===== src/cbr_regs.svh =====
`ifndef CBR_REGS_SVH
`define CBR_REGS_SVH
// register byte addresses
`define CBR_ADDR_CAL      32'hF804_80BC
`define CBR_ADDR_CTRL     32'hF804_80C0
`define CBR_ADDR_STAT     32'hF804_80C4
// calendar field positions
`define CBR_CENTURY_FIELD_LSB      0
`define CBR_YEAR_LSB      8
`define CBR_MONTH_LSB     16
`define CBR_DOW_LSB       21
`define CBR_DATE_LSB      24
// field limits in bcd
`define CBR_CENTURY_FIELD_GREG_LO  8'h19
`define CBR_CENTURY_FIELD_GREG_HI  8'h20
`define CBR_CENTURY_FIELD_PERS_LO  8'h13
`define CBR_CENTURY_FIELD_PERS_HI  8'h14
`define CBR_YEAR_MAX      8'h99
`define CBR_MONTH_MAX     8'h12
`define CBR_DOW_MAX       3'h7
`define CBR_DATE_MAX      8'h31
// reset value of calendar register: 2000, jan 1, day 1
`define CBR_CAL_RESET     32'h0121_0020
// control bits
`define CBR_CTRL_PERSIAN  0
`define CBR_CTRL_UTC      1
`define CBR_CTRL_RUN      2
// status bits
`define CBR_STAT_BADWR    0
`endif


===== src/cbr_pkg.sv =====
`default_nettype none
package cbr_pkg;
  // one calendar snapshot, bcd fields
  typedef struct packed {
    logic [5:0] date;
    logic [2:0] dow;
    logic [4:0] month;
    logic [7:0] year;
    logic [7:0] century_field;
  } cbr_cal_t;
  // apb access phase
  typedef enum logic [0:0] {CBR_IDLE, CBR_ACCESS} cbr_bus_t;
endpackage : cbr_pkg
`default_nettype wire


===== src/cbr_bcd_step.sv =====
`timescale 1ns/1ps
`default_nettype none
// one-digit-pair bcd increment with wrap to a low value
module cbr_bcd_step (
  input  wire logic [7:0] valueIn,
  input  wire logic [7:0] maxVal,
  input  wire logic [7:0] minVal,
  output logic      [7:0] valueOut,
  output logic            wrapOut
);
  // units roll at nine, tens carry
  always_comb begin
    wrapOut  = (valueIn >= maxVal);
    if (wrapOut) begin
      valueOut = minVal;
    end else if (valueIn[3:0] == 4'h9) begin
      valueOut = {valueIn[7:4] + 4'h1, 4'h0};
    end else begin
      valueOut = {valueIn[7:4], valueIn[3:0] + 4'h1};
    end
  end
endmodule : cbr_bcd_step
`default_nettype wire


===== src/cbr_calendar_date.sv =====
`timescale 1ns/1ps
`default_nettype none
`include "cbr_regs.svh"
// How it works
// [RL1] century 19-20 gregorian, 13-14 persian
// [RL2] fields bcd, units in low nibble
// [RL3] year holds bcd 00 to 99
// [RL4] month holds bcd 01 to 12
// [RL5] day of week holds 1 to 7
// [RL6] day of week never touches date
// [RL7] date holds bcd 01 to 31
// [RL8] software ignores reads in utc mode
// [RL9] date rolls month, year, century; weekday advances
// [RL10] writes load all fields; reads atomic
module cbr_calendar_date
  import cbr_pkg::*;
(
  input  wire logic        clk,
  input  wire logic        rst_b,
  input  wire logic        dayTick,
  input  wire logic        psel,
  input  wire logic        penable,
  input  wire logic        pwrite,
  input  wire logic [31:0] paddr,
  input  wire logic [31:0] pwdata,
  output logic      [31:0] prdata,
  output logic             pready,
  output logic             pslverr,
  output logic             utcMode
);

  //////////////////////////////////////////////////////////////////////////
  // state
  typedef struct packed {
    cbr_cal_t    cal;       // calendar fields
    logic        persian;   // century range select
    logic        utc;       // utc mode flag
    logic        run;       // day counting enable
    logic        badWr;     // sticky: rejected write
    cbr_bus_t    bus;       // apb phase
    logic [31:0] rdata;     // read data
    logic        ready;     // answer strobe
    logic        err;       // answer error
  } cbr_state_t;

  cbr_state_t st_reg;
  cbr_state_t st_next;

  //////////////////////////////////////////////////////////////////////////
  // helpers
  // true when both nibbles are decimal digits [RL2]
  function automatic logic isBcd(input logic [7:0] v);
    isBcd = (v[7:4] <= 4'h9) && (v[3:0] <= 4'h9);
  endfunction : isBcd

  // days in month in bcd, leap year by two-digit year only
  function automatic logic [7:0] monthLen(input logic [4:0] m,
                                          input logic [7:0] y);
    logic leap;
    leap = (y[4] ? (y[3:0] == 4'h2 || y[3:0] == 4'h6)
                 : (y[3:0] == 4'h0 || y[3:0] == 4'h4 ||
                    y[3:0] == 4'h8));
    unique case (m)
      5'h02:   monthLen = leap ? 8'h29 : 8'h28;
      5'h04, 5'h06, 5'h09, 5'h11: monthLen = 8'h30;
      default: monthLen = `CBR_DATE_MAX;
    endcase
  endfunction : monthLen

  // pack a snapshot into the register word
  function automatic logic [31:0] packCal(input cbr_cal_t c);
    packCal = {2'b00, c.date, c.dow, c.month, c.year, c.century_field};
  endfunction : packCal

  //////////////////////////////////////////////////////////////////////////
  // incrementers
  logic [7:0] dateInc;   // next date value
  logic       dateWrap;  // date passed month end
  logic [7:0] monInc;    // next month value
  logic       monWrap;   // month passed december
  logic [7:0] yearInc;   // next year value
  logic       yearWrap;  // year passed 99
  logic [7:0] centInc;   // next century value
  logic [7:0] centMax;   // century upper bound
  logic [7:0] centMin;   // century lower bound

  // date rolls at month length [RL7] [RL9]
  cbr_bcd_step uDate (
    .valueIn  ({2'b00, st_reg.cal.date}),
    .maxVal   (monthLen(st_reg.cal.month, st_reg.cal.year)),
    .minVal   (8'h01),
    .valueOut (dateInc),
    .wrapOut  (dateWrap)
  );

  // month rolls after twelve [RL4] [RL9]
  cbr_bcd_step uMonth (
    .valueIn  ({3'b000, st_reg.cal.month}),
    .maxVal   (`CBR_MONTH_MAX),
    .minVal   (8'h01),
    .valueOut (monInc),
    .wrapOut  (monWrap)
  );

  // year rolls after 99 [RL3] [RL9]
  cbr_bcd_step uYear (
    .valueIn  (st_reg.cal.year),
    .maxVal   (`CBR_YEAR_MAX),
    .minVal   (8'h00),
    .valueOut (yearInc),
    .wrapOut  (yearWrap)
  );

  // century range by calendar mode [RL1]
  assign centMax = st_reg.persian ? `CBR_CENTURY_FIELD_PERS_HI : `CBR_CENTURY_FIELD_GREG_HI;
  assign centMin = st_reg.persian ? `CBR_CENTURY_FIELD_PERS_LO : `CBR_CENTURY_FIELD_GREG_LO;

  cbr_bcd_step uCent (
    .valueIn  (st_reg.cal.century_field),
    .maxVal   (centMax),
    .minVal   (centMin),
    .valueOut (centInc),
    .wrapOut  ()
  );

  //////////////////////////////////////////////////////////////////////////
  // write check
  cbr_cal_t wrCal;   // incoming calendar word
  logic     wrOk;    // every field in range

  always_comb begin
    wrCal = cbr_cal_t'({pwdata[29:24], pwdata[23:21], pwdata[20:16],
                        pwdata[15:8], pwdata[7:0]});
    // century window follows mode [RL1]
    wrOk = isBcd(wrCal.century_field) && isBcd(wrCal.year)              // [RL2]
        && (wrCal.century_field >= centMin) && (wrCal.century_field <= centMax)  // [RL1]
        && (wrCal.year <= `CBR_YEAR_MAX)                       // [RL3]
        && isBcd({3'b000, wrCal.month}) && (wrCal.month != 5'h00)
        && ({3'b000, wrCal.month} <= `CBR_MONTH_MAX)           // [RL4]
        && (wrCal.dow != 3'h0)                                 // [RL5]
        && isBcd({2'b00, wrCal.date}) && (wrCal.date != 6'h00)
        && ({2'b00, wrCal.date} <= `CBR_DATE_MAX)              // [RL7]
        && (pwdata[31:30] == 2'b00);
  end

  //////////////////////////////////////////////////////////////////////////
  // next state
  logic access;  // second apb cycle seen this edge

  always_comb begin
    st_next       = st_reg;
    st_next.ready = 1'b0;
    st_next.err   = 1'b0;
    access        = psel && penable && (st_reg.bus == CBR_ACCESS);

    // day counting, overridden when a valid calendar write lands this cycle
    if (dayTick && st_reg.run) begin
      // weekday steps on its own, never feeds the date [RL6] [RL9]
      st_next.cal.dow = (st_reg.cal.dow >= `CBR_DOW_MAX) ? 3'h1
                        : st_reg.cal.dow + 3'h1;
      st_next.cal.date = dateInc[5:0];                  // [RL9]
      if (dateWrap) begin
        st_next.cal.month = monInc[4:0];                // [RL9]
        if (monWrap) begin
          st_next.cal.year = yearInc;                   // [RL9]
          if (yearWrap) begin
            st_next.cal.century_field = centInc;                 // [RL9]
          end
        end
      end
    end

    // apb: setup then one-cycle access, answer with pready
    unique case (st_reg.bus)
      CBR_IDLE: begin
        if (psel && !penable) begin
          st_next.bus = CBR_ACCESS;
        end
      end
      CBR_ACCESS: begin
        st_next.bus = CBR_IDLE;
      end
    endcase

    if (access) begin
      st_next.ready = 1'b1;
      st_next.rdata = 32'h0000_0000;
      unique case (paddr)
        `CBR_ADDR_CAL: begin
          if (pwrite) begin
            // whole word loads at once, overriding the tick [RL10]
            if (wrOk) begin
              st_next.cal = wrCal;                      // [RL10]
            end else begin
              st_next.badWr = 1'b1;
              st_next.err   = 1'b1;
            end
          end else begin
            // snapshot from one register, never torn [RL10]
            st_next.rdata = packCal(st_reg.cal);        // [RL10]
          end
        end
        `CBR_ADDR_CTRL: begin
          if (pwrite) begin
            st_next.persian = pwdata[`CBR_CTRL_PERSIAN];
            st_next.utc     = pwdata[`CBR_CTRL_UTC];
            st_next.run     = pwdata[`CBR_CTRL_RUN];
          end else begin
            st_next.rdata[`CBR_CTRL_PERSIAN] = st_reg.persian;
            st_next.rdata[`CBR_CTRL_UTC]     = st_reg.utc;
            st_next.rdata[`CBR_CTRL_RUN]     = st_reg.run;
          end
        end
        `CBR_ADDR_STAT: begin
          // read returns then clears the rejected-write flag; writes here leave it alone
          if (!pwrite) begin
            st_next.rdata[`CBR_STAT_BADWR] = st_reg.badWr;
            st_next.badWr = 1'b0;
          end
        end
        default: begin
          st_next.err = 1'b1;
        end
      endcase
    end
  end

  //////////////////////////////////////////////////////////////////////////
  // registers
  always_ff @(posedge clk or negedge rst_b) begin
    if (!rst_b) begin
      st_reg         <= '0;
      st_reg.cal     <= cbr_cal_t'(`CBR_CAL_RESET);
      st_reg.run     <= 1'b1;
      st_reg.bus     <= CBR_IDLE;
    end else begin
      st_reg <= st_next;
    end
  end

  //////////////////////////////////////////////////////////////////////////
  // outputs straight from flops
  // in utc mode the calendar word is kept but not meaningful [RL8]
  assign prdata  = st_reg.rdata;
  assign pready  = st_reg.ready;
  assign pslverr = st_reg.err;
  assign utcMode = st_reg.utc;

endmodule : cbr_calendar_date
`default_nettype wire


===== config.mk =====
export PLATFORM = sky130hd
export DESIGN_NAME = cbr_calendar_date
export DESIGN_NICKNAME = d
export VERILOG_FILES = /design/src/cbr_pkg.sv /design/src/cbr_bcd_step.sv /design/src/cbr_calendar_date.sv
export VERILOG_INCLUDE_DIRS = /design/src
export SDC_FILE = /design/constraint.sdc
export NUM_CORES = 1
export LEC_CHECK = 0
export ABC_AREA = 1
export BUFFER_PORTS_ARGS = -buffer_cell sky130_fd_sc_hd__buf_2
export CAP_MARGIN = 10
export CORE_MARGIN = 4
export CORE_UTILIZATION = 40
export CTS_BUF_LIST = sky130_fd_sc_hd__clkbuf_16
export CTS_CLUSTER_SIZE = 40
export DETAILED_ROUTE_END_ITERATION = 7
export SLEW_MARGIN = 20
export SYNTH_ARGS = -nofsm -noshare
export SYNTH_HDL_FRONTEND = slang
export SYNTH_HIERARCHICAL = 1
export SYNTH_SLANG_ARGS = --single-unit

===== constraint.sdc =====
create_clock -name clk -period 2.5 [get_ports clk]
set_input_delay 0.375 -clock clk [delete_from_list [all_inputs] [get_ports clk]]
set_output_delay 0.375 -clock clk [all_outputs]
set_load 0.02 [all_outputs]

Word level (Yosys, flattened, before mapping):

Cells that the tools add are included.

* register bits: 69
* bits of input ports: 70
* output and inout bits: 35
* word-level logic and storage cells: 132

* add/sub/neg operators: 9
* $lt $le $gt $ge: 17
* equality and inequality tests: 19
* muxes and demuxes: 40
* bitwise operators: 1
* reduce and logical (&&, ||, !) cells: 33

Operators by type and width (number)
* $mux W30: 5
* $eq A32 B32 Y1 const B: 3
* $mux W8: 5
* $mux W34: 1
* $mux W27: 1
* $add A4 B1 Y4 const B: 6
* $le A4 B4 Y1 const B: 6
* $mux W21: 1
* $eq A4 B4 Y1 const B: 5
* $logic_and A1 B1 Y1: 19
* $mux W6: 3
* $mux W16: 1
* $mux W3: 4
* $eq A5 B3 Y1 const B: 2
* $mux W5: 2
* $pmux W5 S2: 1
* $mux W1: 9
* $eq A4 B3 Y1 const B: 2
* $ge A8 B5 Y1: 1
* $ge A8 B6 Y1: 1
* $ge A8 B8 Y1 const B: 1
* $le A8 B6 Y1: 1
* $le A8 B8 Y1 const B: 1
* $ge A6 B6 Y1: 1
* other kinds (31): 37

Longest topological paths before layout:

Gate-level depths: netlist of the first run.

* depth after elaboration: 18
* mapped depth: 22
* gate-level depth less buffers: 21

Modules after synthesis:

Netlist of the first run, hierarchy kept.

Modules (own cells, without submodules)
* cbr_calendar_date: times used 1, cells each 610, area each 4279.1 um2, sequential area each 1682.9 um2
* cbr_bcd_step: times used 4, cells each 99, area each 539.3 um2, sequential area each 0.0 um2

Least setup slack after synthesis of the first run:

No wires, ideal clock.

* path kind: flip-flop to flip-flop
* from: register st_reg[59] (netlist name)
* to: register st_reg[46] (netlist name)
* setup time: 0.112 ns
* data arrival time: 2.601 ns
* data required time: 2.388 ns
* setup slack: -0.213 ns
* stages on the path, launching flop included: 22
* path buffers: 0
* clock period less this slack: 2.713 ns
* cell sequence: dfrtp_1 > inv_1 > nand3_1 > nor3_1 > inv_1 > o41ai_1 > ha_1 > inv_1 > nand2_1 > nand2_1 > nand2_1 > nand2_1 > nand2_1 > nand3_4 > nand2_1 > inv_2 > nand2_1 > inv_2 > nand2_2 > mux2_2 > nand2_1 > inv_2

RTL lines
* start, declared: line cbr_calendar_date.sv:46 `cbr_state_t st_reg;`
* start signal, assigned: line cbr_calendar_date.sv:237 `st_reg <= st_next;`

==> metrics.txt, run 1 <==
outcome=finished with violations; failing checks=setup timing; Setup Crit Path Kind=flip-flop to flip-flop; minimum clock period=roughly 2.5 ns; Area Overhead vs Synth=21.19%; ANT nets after route=0; CP required=2.73 ns; TritonCTS clock tree=built; CP startpoint kind=flip-flop; Worst-Margin Slew=just over 0.5 ns; crit path max fanout=8; placer congestion estimate=0.8955; # setup viols final=4; Reg clk slew, reported paths=0.05 ns; first-pass GRT wire length=about 27000 um; clk buf depth=2; initial drt markers=344; max_cap viols=0; Leak=between 4 and 5 nW; Slew Limit Headroom=0.6536; Num CTS Buffers=9; fin crit share=1.010; final hold violation count=0; clk_skew=just under 0.01 ns; FP Rows=45; vias per cell=4.539; Syn Area/Cell=6.474 sq um; Vias=a little over 6000; layout cell share with drive strength beyond 1=0.2198; Synth Instances=about 970; DRT Wirelength=16080 um; DRC=0; htree depth=3; Max Clock Freq=396.0 MHz; pwr dens=about 340 mW/mm^2; area of the core=~0.015 sq mm; max-slew violation count=0; smallest setup slack after layout=-0.02503 ns; total power=2.577 mW; DR WL/cell=approximately 12 um; Hold/Removal Path Class=input port to flip-flop; max reg flops=34; Die Ht=133.0 um; Post-Syn Area=~0.0062 sq mm; Worst setup EP type=flip-flop; root buffer cell=clkbuf_16; n_diodes=0; GR Util met2=0.2977; grt ovf=0; Starting Density=0.4094; Most Used Layer, Global Route=met2; GR Layer Usage met3=0.04601; I/O pins=105; die width=between 100 and 150 um; largest net degree at the start of global routing=30; CP arrival=2.75 ns; global-route usage over all layers=0.1848; VDD IR max=about 0.00034 V; Ys Warns=6; vias in the first global route=approximately 5600; met1 Use GR=0.2544; drt pass-1 iters=4; die area=0.01768 sq mm; clk sinks=between 60 and 70; Detailed Place HPWL=12610 um; # nets final=between 1000 and 1500; initial antenna violation count=0; Hold Slack=0.2242 ns; RSZ-0062 raised after global routing=yes; # port buffers=roughly 100; clk_lat worst skew=~0.34 ns
## final timing paths
kind                                            from                     end  cells past startpoint  slack (ns)
worst min register to register  st_reg[34]$_DFF_PN0_    st_reg[34]$_DFF_PN0_                      1        0.45
worst max-delay path            st_reg[55]$_DFF_PN1_    st_reg[40]$_DFF_PN0_                     19       -0.03
worst min-delay path                         penable    st_reg[34]$_DFF_PN0_                      2        0.22
max in group asynchronous                      rst_b  prdata[12]$_DFFE_PN0P_                      3        1.26
min in group asynchronous                      rst_b   prdata[7]$_DFFE_PN0P_                      2        0.52
worst max register to register  st_reg[55]$_DFF_PN1_    st_reg[40]$_DFF_PN0_                     19       -0.03
## metrics by stage
stage                     setup slack (ns)  area, sq um  utilization  std cells  TNS [ns]
final                             -0.02503         7571       0.4962       1335  -0.04882
after global routing               -0.1607         7571       0.4962       1335    -1.314
after floorplan                   0.004443         6481            -       1021         0
after global placement            -0.01887         7194       0.4715       1316  -0.06348
after CTS                        -0.005258         7500       0.4915       1336  -0.01482
after detailed placement          -0.06652         7194       0.4715       1316   -0.4362
## area by class of cell
class | count | area [sq um]
timing repair buffer | 142 | 825.8
clock inverter | 7 | 27.53
tap | 211 | 264.0
clock buffer | 9 | 225.2
inverter | 129 | 486.7
multi-input combinational | 770 | 4058
sequential | 67 | 1684
fill | 1586 | 7687
## worst max-delay path: stages (launching register included)
cell and delay (ns):
dfstp_2 0.55, inv_2 0.06, nand3_4 0.09, nor3_4 0.05
inv_2 0.06, buf_4 0.10, inv_2 0.03, ha_4 0.25
nand2_2 0.06, nor2_4 0.14, nand4_2 0.13, nand3_4 0.11
nand2_2 0.05, inv_2 0.08, nand2_4 0.05, inv_4 0.07
nand2_8 0.08, mux2_4 0.32, nand2_2 0.08, nand2_2 0.04
## cells in the final DEF, fill, tap and decap left out, types with 15 or more instances in the layout
| master | n |
|---|---|
| nand2_1 | 361 |
| buf_2 | 102 |
| inv_1 | 93 |
| nor2_1 | 72 |
| dfrtp_1 | 61 |
| conb_1 | 58 |
| nand3_1 | 49 |
| ha_1 | 40 |
| o21ai_0 | 38 |
| buf_4 | 38 |
| inv_2 | 36 |
| nand4_1 | 35 |
| o21ai_1 | 15 |
## repair_timing
item                       4_1_cts  5_1_grt
buffers inserted                 3        0
hold buffers                     1        0
setup endpoints to repair        8       26
gates resized for setup          8       23
hold endpoints to repair        15        0
pin swaps                        0        6
## metal layers
metal | vias up | part of all wire
li1 | 3286 | -
met1 | 2633 | 0.49
met2 | 130 | 0.44
met3 | 10 | 0.057
met4 | 0 | 0.0081
met5 | - | 0
## power by group
group,leakage (nW),switching (mW),internal [mW]
logic,3.36,0.238,0.142
registers,0.839,0.000736,1.09
clock network,0.132,0.462,0.647
total,4.33,0.700,1.88
Power figures use the tool's default switching activity.
==> run 2, diff against run 1 <==
- SYNTH_HIERARCHICAL: 1 -> default
==> run 2 against run 1 <==
The flow now finishes without violations. Utilization decreased by 0.43 points. First-iteration DRC count decreased by 33%. Combinational power decreased by 55%. Worst hold slack got worse by 0.018 ns. Sequential share of layout area increased by 7.5 points. Power decreased by 8.5%. Clock-buffer cell count unchanged. Sequential power about the same. Worst setup slack improved by 0.026 ns. Synthesized area decreased by 24%.
==> metrics.txt, run 2 <==
initial antenna violation count=0 (unchanged); layout cell share with drive strength beyond 1=0.2062 (-0.01358); most frequent CP cell=nand2_1; Slowest-stage cell, CP=dfstp_2; initial drt markers=230 (-33%); clk buf depth=2 (unchanged); outcome=finished, final reports clean; htree depth=3 (unchanged); Vias=4664 (-23%); max_cap viols=0 (unchanged); placer congestion estimate=0.8715 (-2.7%); Setup TNS=0 ns (+0.04882 ns); Leak=3.190 nW (-26%); grt ovf=0 (unchanged); Syn Area/Cell=6.710 sq um (+3.7%); CP arrival=2.73 ns (-0.02 ns); Largest stage delay, worst path=0.56 ns (about the same); Max Clock Freq=400.2 MHz (+1.0%); fin crit share=0.9996 (-0.01045); drt pass-1 iters=5 (+1); crit path max fanout=4 (-4); most common cell after layout, fill and taps aside=nand2_1; n_diodes=0 (unchanged); Hold/Removal Path Class=input port to flip-flop; CP Cell Sequence=inv_2, nor4_4, a31oi_1, o211ai_1, inv_1, ha_1, nand2_1, nand3b_1, nand3_4, buf_4, nand4_1, nand2_1, nand3_1, nand2_1, inv_1; Slew Limit Headroom=0.6406 (-0.01300); minimum clock period=2.499 ns (-0.02612 ns); hold path cells=2 (unchanged); vias in the first global route=4625 (-17%); Worst setup EP type=flip-flop; Reg2Reg Depth=15 (-4); Post-Syn Area=0.004751 sq mm (-24%); most frequent cells in the layout=nand2_1, inv_1, buf_2; sequential fraction of the synthesis area=0.3542; r2r endpoint=st_reg[43]$_DFF_PN0_; count leader, synth=nand2_1; synth cell count leaders=nand2_1, inv_1, nor2_1; DR WL/cell=13.42 um (+11%); largest cells by area after synthesis=dfrtp_1, nand2_1, inv_1; largest net degree at the start of global routing=42 (+40%); final hold violation count=0 (unchanged); Num CTS Buffers=9 (unchanged); max-slew violation count=0 (unchanged); VDD IR max=0.0002288 V (-33%); ANT nets after route=0 (unchanged); clk_skew=0.007040 ns (-0.002874 ns); area of the core=0.01152 sq mm (-25%); Detailed Place HPWL=10110 um (-20%); total power=2.359 mW (-8.5%); pwr dens=416.4 mW/mm^2 (+22%); DRT Wirelength=12790 um (-20%); largest area contributor in the netlist=dfrtp_1; Worst Hold Path EP=st_reg[34]$_DFF_PN0_; die area=0.01368 sq mm (-23%); Starting Density=0.4125 (+0.003108); die width=117.0 um (-12%); root buffer cell=clkbuf_16; Synth top area share=0.3266; max reg flops=34 (unchanged); CP startpoint kind=flip-flop; TritonCTS clock tree=built; Synth Flop Type=dfrtp_1; worst r2r src=st_reg[55]$_DFF_PN1_; CP required=2.73 ns (about the same); I/O pins=105 (unchanged); Area Overhead vs Synth=19.23%; RSZ-0062 raised after global routing=yes; Reg clk slew, reported paths=0.05 ns (about the same); Yosys reg bits=67; min-delay src=penable; Ys Warns=0 (-6); Die Ht=117.0 um (-12%); ys async rst share=1.000; CP top delay family=simple AND/OR/NAND/NOR gates; worst reg2reg setup slack=0.001 ns (+0.03 ns); # nets final=893 (-27%); clk sinks=67 (unchanged); # port buffers=102 (unchanged); first-pass GRT wire length=21360 um (-21%); clk_lat worst skew=0.34 ns (about the same); number of flops mapped to enable cells by yosys=0; # setup viols final=0 (-4); Netlist cell types=37; Setup Crit Path Kind=flip-flop to flip-flop; Worst-Margin Slew=0.5385 ns (+0.02432 ns); DRC=0 (unchanged); global-route usage over all layers=0.1972 (+0.01243); FP Rows=39 (-13%); Synth Instances=708 (-27%); vias per cell=4.894 (+7.8%); buffer and inverter count on the worst path=4 (-2)
[run 2: changes by cell type in the layout (fill, tap and decap cells not counted), moves of 7 or more]
| cell | previous run | this run |
|---|---|---|
| inv_2 | 36 | 6 |
| nand2_1 | 361 | 210 |
| nand2_2 | 10 | 3 |
| buf_4 | 38 | 25 |
| o31ai_1 | 12 | 2 |
| ha_1 | 40 | 18 |
| nand3_1 | 49 | 62 |
| conb_1 | 58 | 2 |
| inv_1 | 93 | 111 |
| nand4_1 | 35 | 17 |
[run 2: final cells by class]
type	instances	area (sq um)
sequential	67	1684
fill	1186	5852
inverter	113	424.2
clock inverter	7	27.53
clock buffer	9	225.2
multi-input combinational	484	2385
tap	143	178.9
timing repair buffer	130	739.5
[run 2: logic make-up (layout without fill, tap and decap cells)]
logic type	count (synthesis)	count (layout)	share of synthesized area
and+or+nand+nor	382	382	0.3455
AOI/OAI and AO/OA	76	76	0.08665
adders and majority gates	18	18	0.04741
muxes	1	1	0.002370
xor gates and xnor gates	5	5	0.009217
DFF	67	67	0.3542
other	1	2	0.0007893
buffers and inverters	158	259	0.1538
[run 2: metrics by stage]
stage          instance area [sq um]  setup slack (ns)  hold WS [ns]  cells    util
2_1_floorplan                   4761           0.08837       0.07941    709       -
3_3_place_gp                    5329           0.03115        0.1810    932  0.4627
3_5_place_dp                    5329          -0.05058        0.1850    932  0.4627
4_1_cts                         5602          0.003382        0.2007    949  0.4864
5_1_grt                         5664           -0.2084        0.2077    953  0.4919
6_report                        5664          0.001091        0.2064    953  0.4919
[run 2: worst max-delay path by stage]
stage	end	slack, ns	cells after the start	from
2_1_floorplan	st_reg[58]$_DFF_PN0_	0.09	15	st_reg[55]$_DFF_PN1_
3_3_place_gp	st_reg[47]$_DFF_PN0_	0.03	15	st_reg[55]$_DFF_PN1_
3_5_place_dp	st_reg[41]$_DFF_PN0_	-0.05	15	st_reg[55]$_DFF_PN1_
4_1_cts	st_reg[57]$_DFF_PN0_	0.003	15	st_reg[55]$_DFF_PN1_
5_1_grt	st_reg[57]$_DFF_PN0_	-0.21	16	st_reg[55]$_DFF_PN1_
6_report	st_reg[43]$_DFF_PN0_	0.001	15	st_reg[55]$_DFF_PN1_
[run 2: where the power goes]
group	total, mW	internal [mW]	switching, mW
Clock	1.10	0.647	0.452
Sequential	1.09	1.09	0.000617
Combinational	0.172	0.0687	0.103
Total	2.36	1.80	0.556
[run 2: repair_timing]
| action | 4_1_cts | 5_1_grt |
|---|---|---|
| setup buffers | 0 | 4 |
| hold buffers | 1 | 0 |
| endpoints found under the setup margin | 18 | 25 |
| pin swaps | 0 | 2 |
| gates resized for setup | 2 | 16 |
| hold endpoints to repair | 1 | 0 |
[run 2: worst reg2reg max path, delay by kind of cell (launching register included)]
family / cells / cell delay [ns]
buffers and inverters: 4 / 0.28
adders and majority gates: 1 / 0.27
DFF: 1 / 0.56
AOI/OAI and AO/OA: 2 / 0.23
and+or+nand+nor: 8 / 1.06
[run 2: metal layers]
layer / GRT usage / vias to the layer above / routed length [um]
li1: - / 2401 / -
met1: 0.2614 / 2124 / 5851
met2: 0.3333 / 126 / 6043
met3: 0.02931 / 13 / 688
met4: 0.06116 / 0 / 208
met5: 0 / - / 0
==> run 3, diff against run 2 <==
==> constraint.sdc (replaced) <==
create_clock -name clk -period 2.5 [get_ports clk]
set_input_delay 0.625 -clock clk [delete_from_list [all_inputs] [get_ports clk]]
set_output_delay 0.625 -clock clk [all_outputs]
set_load 0.02 [all_outputs]
==> run 3 against run 2 <==
The run now ends with setup timing left. Clock power up 11%. Power grew 5.4%. Worst setup slack got worse by 0.093 ns. Critical path type unchanged. Critical endpoint unchanged. Highest routed layer unchanged.
==> metrics.txt, run 3 (synthesized netlist as in run 2, its figures left out) <==
die area=0.01368 sq mm (unchanged); largest net degree at the start of global routing=43 (+2.4%); initial antenna violation count=0 (unchanged); fin util=0.5068 (+0.01499); final hold violation count=0 (unchanged); Setup TNS=-0.6972 ns (-0.6972 ns); area of the core=0.01152 sq mm (unchanged); placed cell count=938 (+0.64%); clk_skew=0.003318 ns (-0.003723 ns); Leak=3.258 nW (+2.1%); Vias=4768 (+2.2%); pwr dens=425.8 mW/mm^2 (+2.3%); most frequent cells in the layout=nand2_1, inv_1, buf_2; clk_lat worst skew=0.33 ns (about the same); Final Non-Filler Cells=958 (+0.52%); htree depth=3 (unchanged); n_diodes=0 (unchanged); Starting Density=0.4125 (unchanged); clk buf depth=2 (unchanged); DRC=0 (unchanged); Max Clock Freq=385.9 MHz (-3.6%); Detailed Place HPWL=9995 um (-1.1%); CP startpoint kind=flip-flop; Reg clk slew, reported paths=0.05 ns (about the same); grt ovf=0 (unchanged); CP required=2.73 ns (about the same); drt pass-1 iters=4 (-1); GR Layer Usage met3=0.03599 (+0.006684); Worst setup EP type=flip-flop; RSZ-0062 raised after global routing=yes; outcome=finished with violations; initial drt markers=229 (-0.43%); failing checks=setup timing; cts hold-fix bufs=0 (-1); Most Used Layer, Global Route=met2; Die Ht=117.0 um (unchanged); Area Overhead vs Synth=22.86%; first-pass GRT wire length=21020 um (-1.6%); DRT Wirelength=12950 um (+1.2%); max-slew violation count=0 (unchanged); die width=117.0 um (unchanged); max reg flops=34 (unchanged); Setup Crit Path Kind=flip-flop to flip-flop; vias in the first global route=4494 (-2.8%); Num CTS Buffers=9 (unchanged); clk sinks=67 (unchanged); most common cell after layout, fill and taps aside=nand2_1; global-route usage over all layers=0.1927 (-0.004507); met1 Use GR=0.2474 (-0.01395); # nets final=898 (+0.56%); crit path max fanout=5 (+1); Slew Limit Headroom=0.5589 (-0.08164); TritonCTS clock tree=built; layout cell share with drive strength beyond 1=0.2356 (+0.02941); Hold Slack=0.3207 ns (+0.1142 ns); CP arrival=2.82 ns (+0.09 ns); fin crit share=1.037 (+0.03707); DR WL/cell=13.51 um (+0.68%); I/O pins=105 (unchanged); vias per cell=4.977 (+1.7%); # setup viols final=21 (+21); root buffer cell=clkbuf_16; max_cap viols=0 (unchanged); ANT nets after route=0 (unchanged); placer congestion estimate=0.8772 (+0.65%); smallest setup slack after layout=-0.09159 ns (-0.09268 ns); Hold/Removal Path Class=input port to async pin; Worst-Margin Slew=0.6616 ns (+0.1231 ns); VDD IR max=0.0002700 V (+18%); FP Rows=39 (unchanged); # port buffers=102 (unchanged); minimum clock period=2.592 ns (+0.09268 ns); GR Util met2=0.3231 (-0.01024)
## run 3: cell count changes in the layout (fill, tap and decap cells not counted), sizes merged
cell,previous run,this run
inv,117,111
clkinv,3,7
dlygate4sd3,1,0
clkinvlp,0,1
buf,129,135
bufinv,0,1
## run 3: metal layers
layer | share of wire | vias up
li1 | - | 2407
met1 | 0.45 | 2199
met2 | 0.48 | 136
met3 | 0.051 | 26
met4 | 0.025 | 0
met5 | 0 | -
## run 3: what timing repair did
action                     in CTS  in global routing
setup buffers                   0                  3
pin swaps                       0                 16
gates resized for setup         2                 42
setup endpoints to repair      20                 26
gates cloned                    0                  1
## run 3: path summary, 6_finish.rpt
kind | startpoint | to | slack (ns) | depth (start not counted)
max | st_reg[55]$_DFF_PN1_ | st_reg[43]$_DFF_PN0_ | -0.09 | 15
min | rst_b | prdata[10]$_DFFE_PN0P_ | 0.32 | 1
max reg2reg | st_reg[55]$_DFF_PN1_ | st_reg[43]$_DFF_PN0_ | -0.09 | 15
min reg2reg | st_reg[34]$_DFF_PN0_ | st_reg[34]$_DFF_PN0_ | 0.43 | 1
max in group asynchronous | rst_b | st_reg[63]$_DFF_PN1_ | 1.46 | 2
min in group clk | st_reg[34]$_DFF_PN0_ | st_reg[34]$_DFF_PN0_ | 0.43 | 1
## run 3: cell type report
cell class,instances,area (sq um)
clock buffers,9,225.2
clock inverters,7,58.81
fillers,1172,5679
inverters,113,429.2
multi-input cells,484,2462
flip-flops and latches,67,1683
well taps,143,178.9
repair buffers,135,799.5
## run 3: per-stage QoR
stage | total power, mW | setup WS, ns | cell area, sq um
global route | 2.581 | -0.2096 | 5837
detailed placement | 1.283 | -0.06213 | 5386
floorplan | 1.169 | 0.08837 | 4761
CTS | 2.512 | 0.01288 | 5680
global placement | 1.277 | 0.04659 | 5386
finish | 2.486 | -0.09159 | 5837
## run 3: power breakdown
part           total, mW  switching (mW)  internal, mW
clock               1.22           0.467         0.757
combinational      0.173           0.104        0.0689
sequential          1.09        0.000645          1.09
total               2.49           0.572          1.91
## run 3: critical path, stage by stage, from the launching register on
cell and delay (ns):
dfstp_2 0.57, inv_4 0.05, nor4_4 0.23, a31oi_1 0.07, o211ai_1 0.23, inv_1 0.07
ha_1 0.28, nand2_1 0.05, nand3b_1 0.20, nand3_4 0.17, buf_4 0.13, nand4_1 0.16
nand2_1 0.10, nand3_1 0.09, nand2_1 0.07, inv_1 0.03
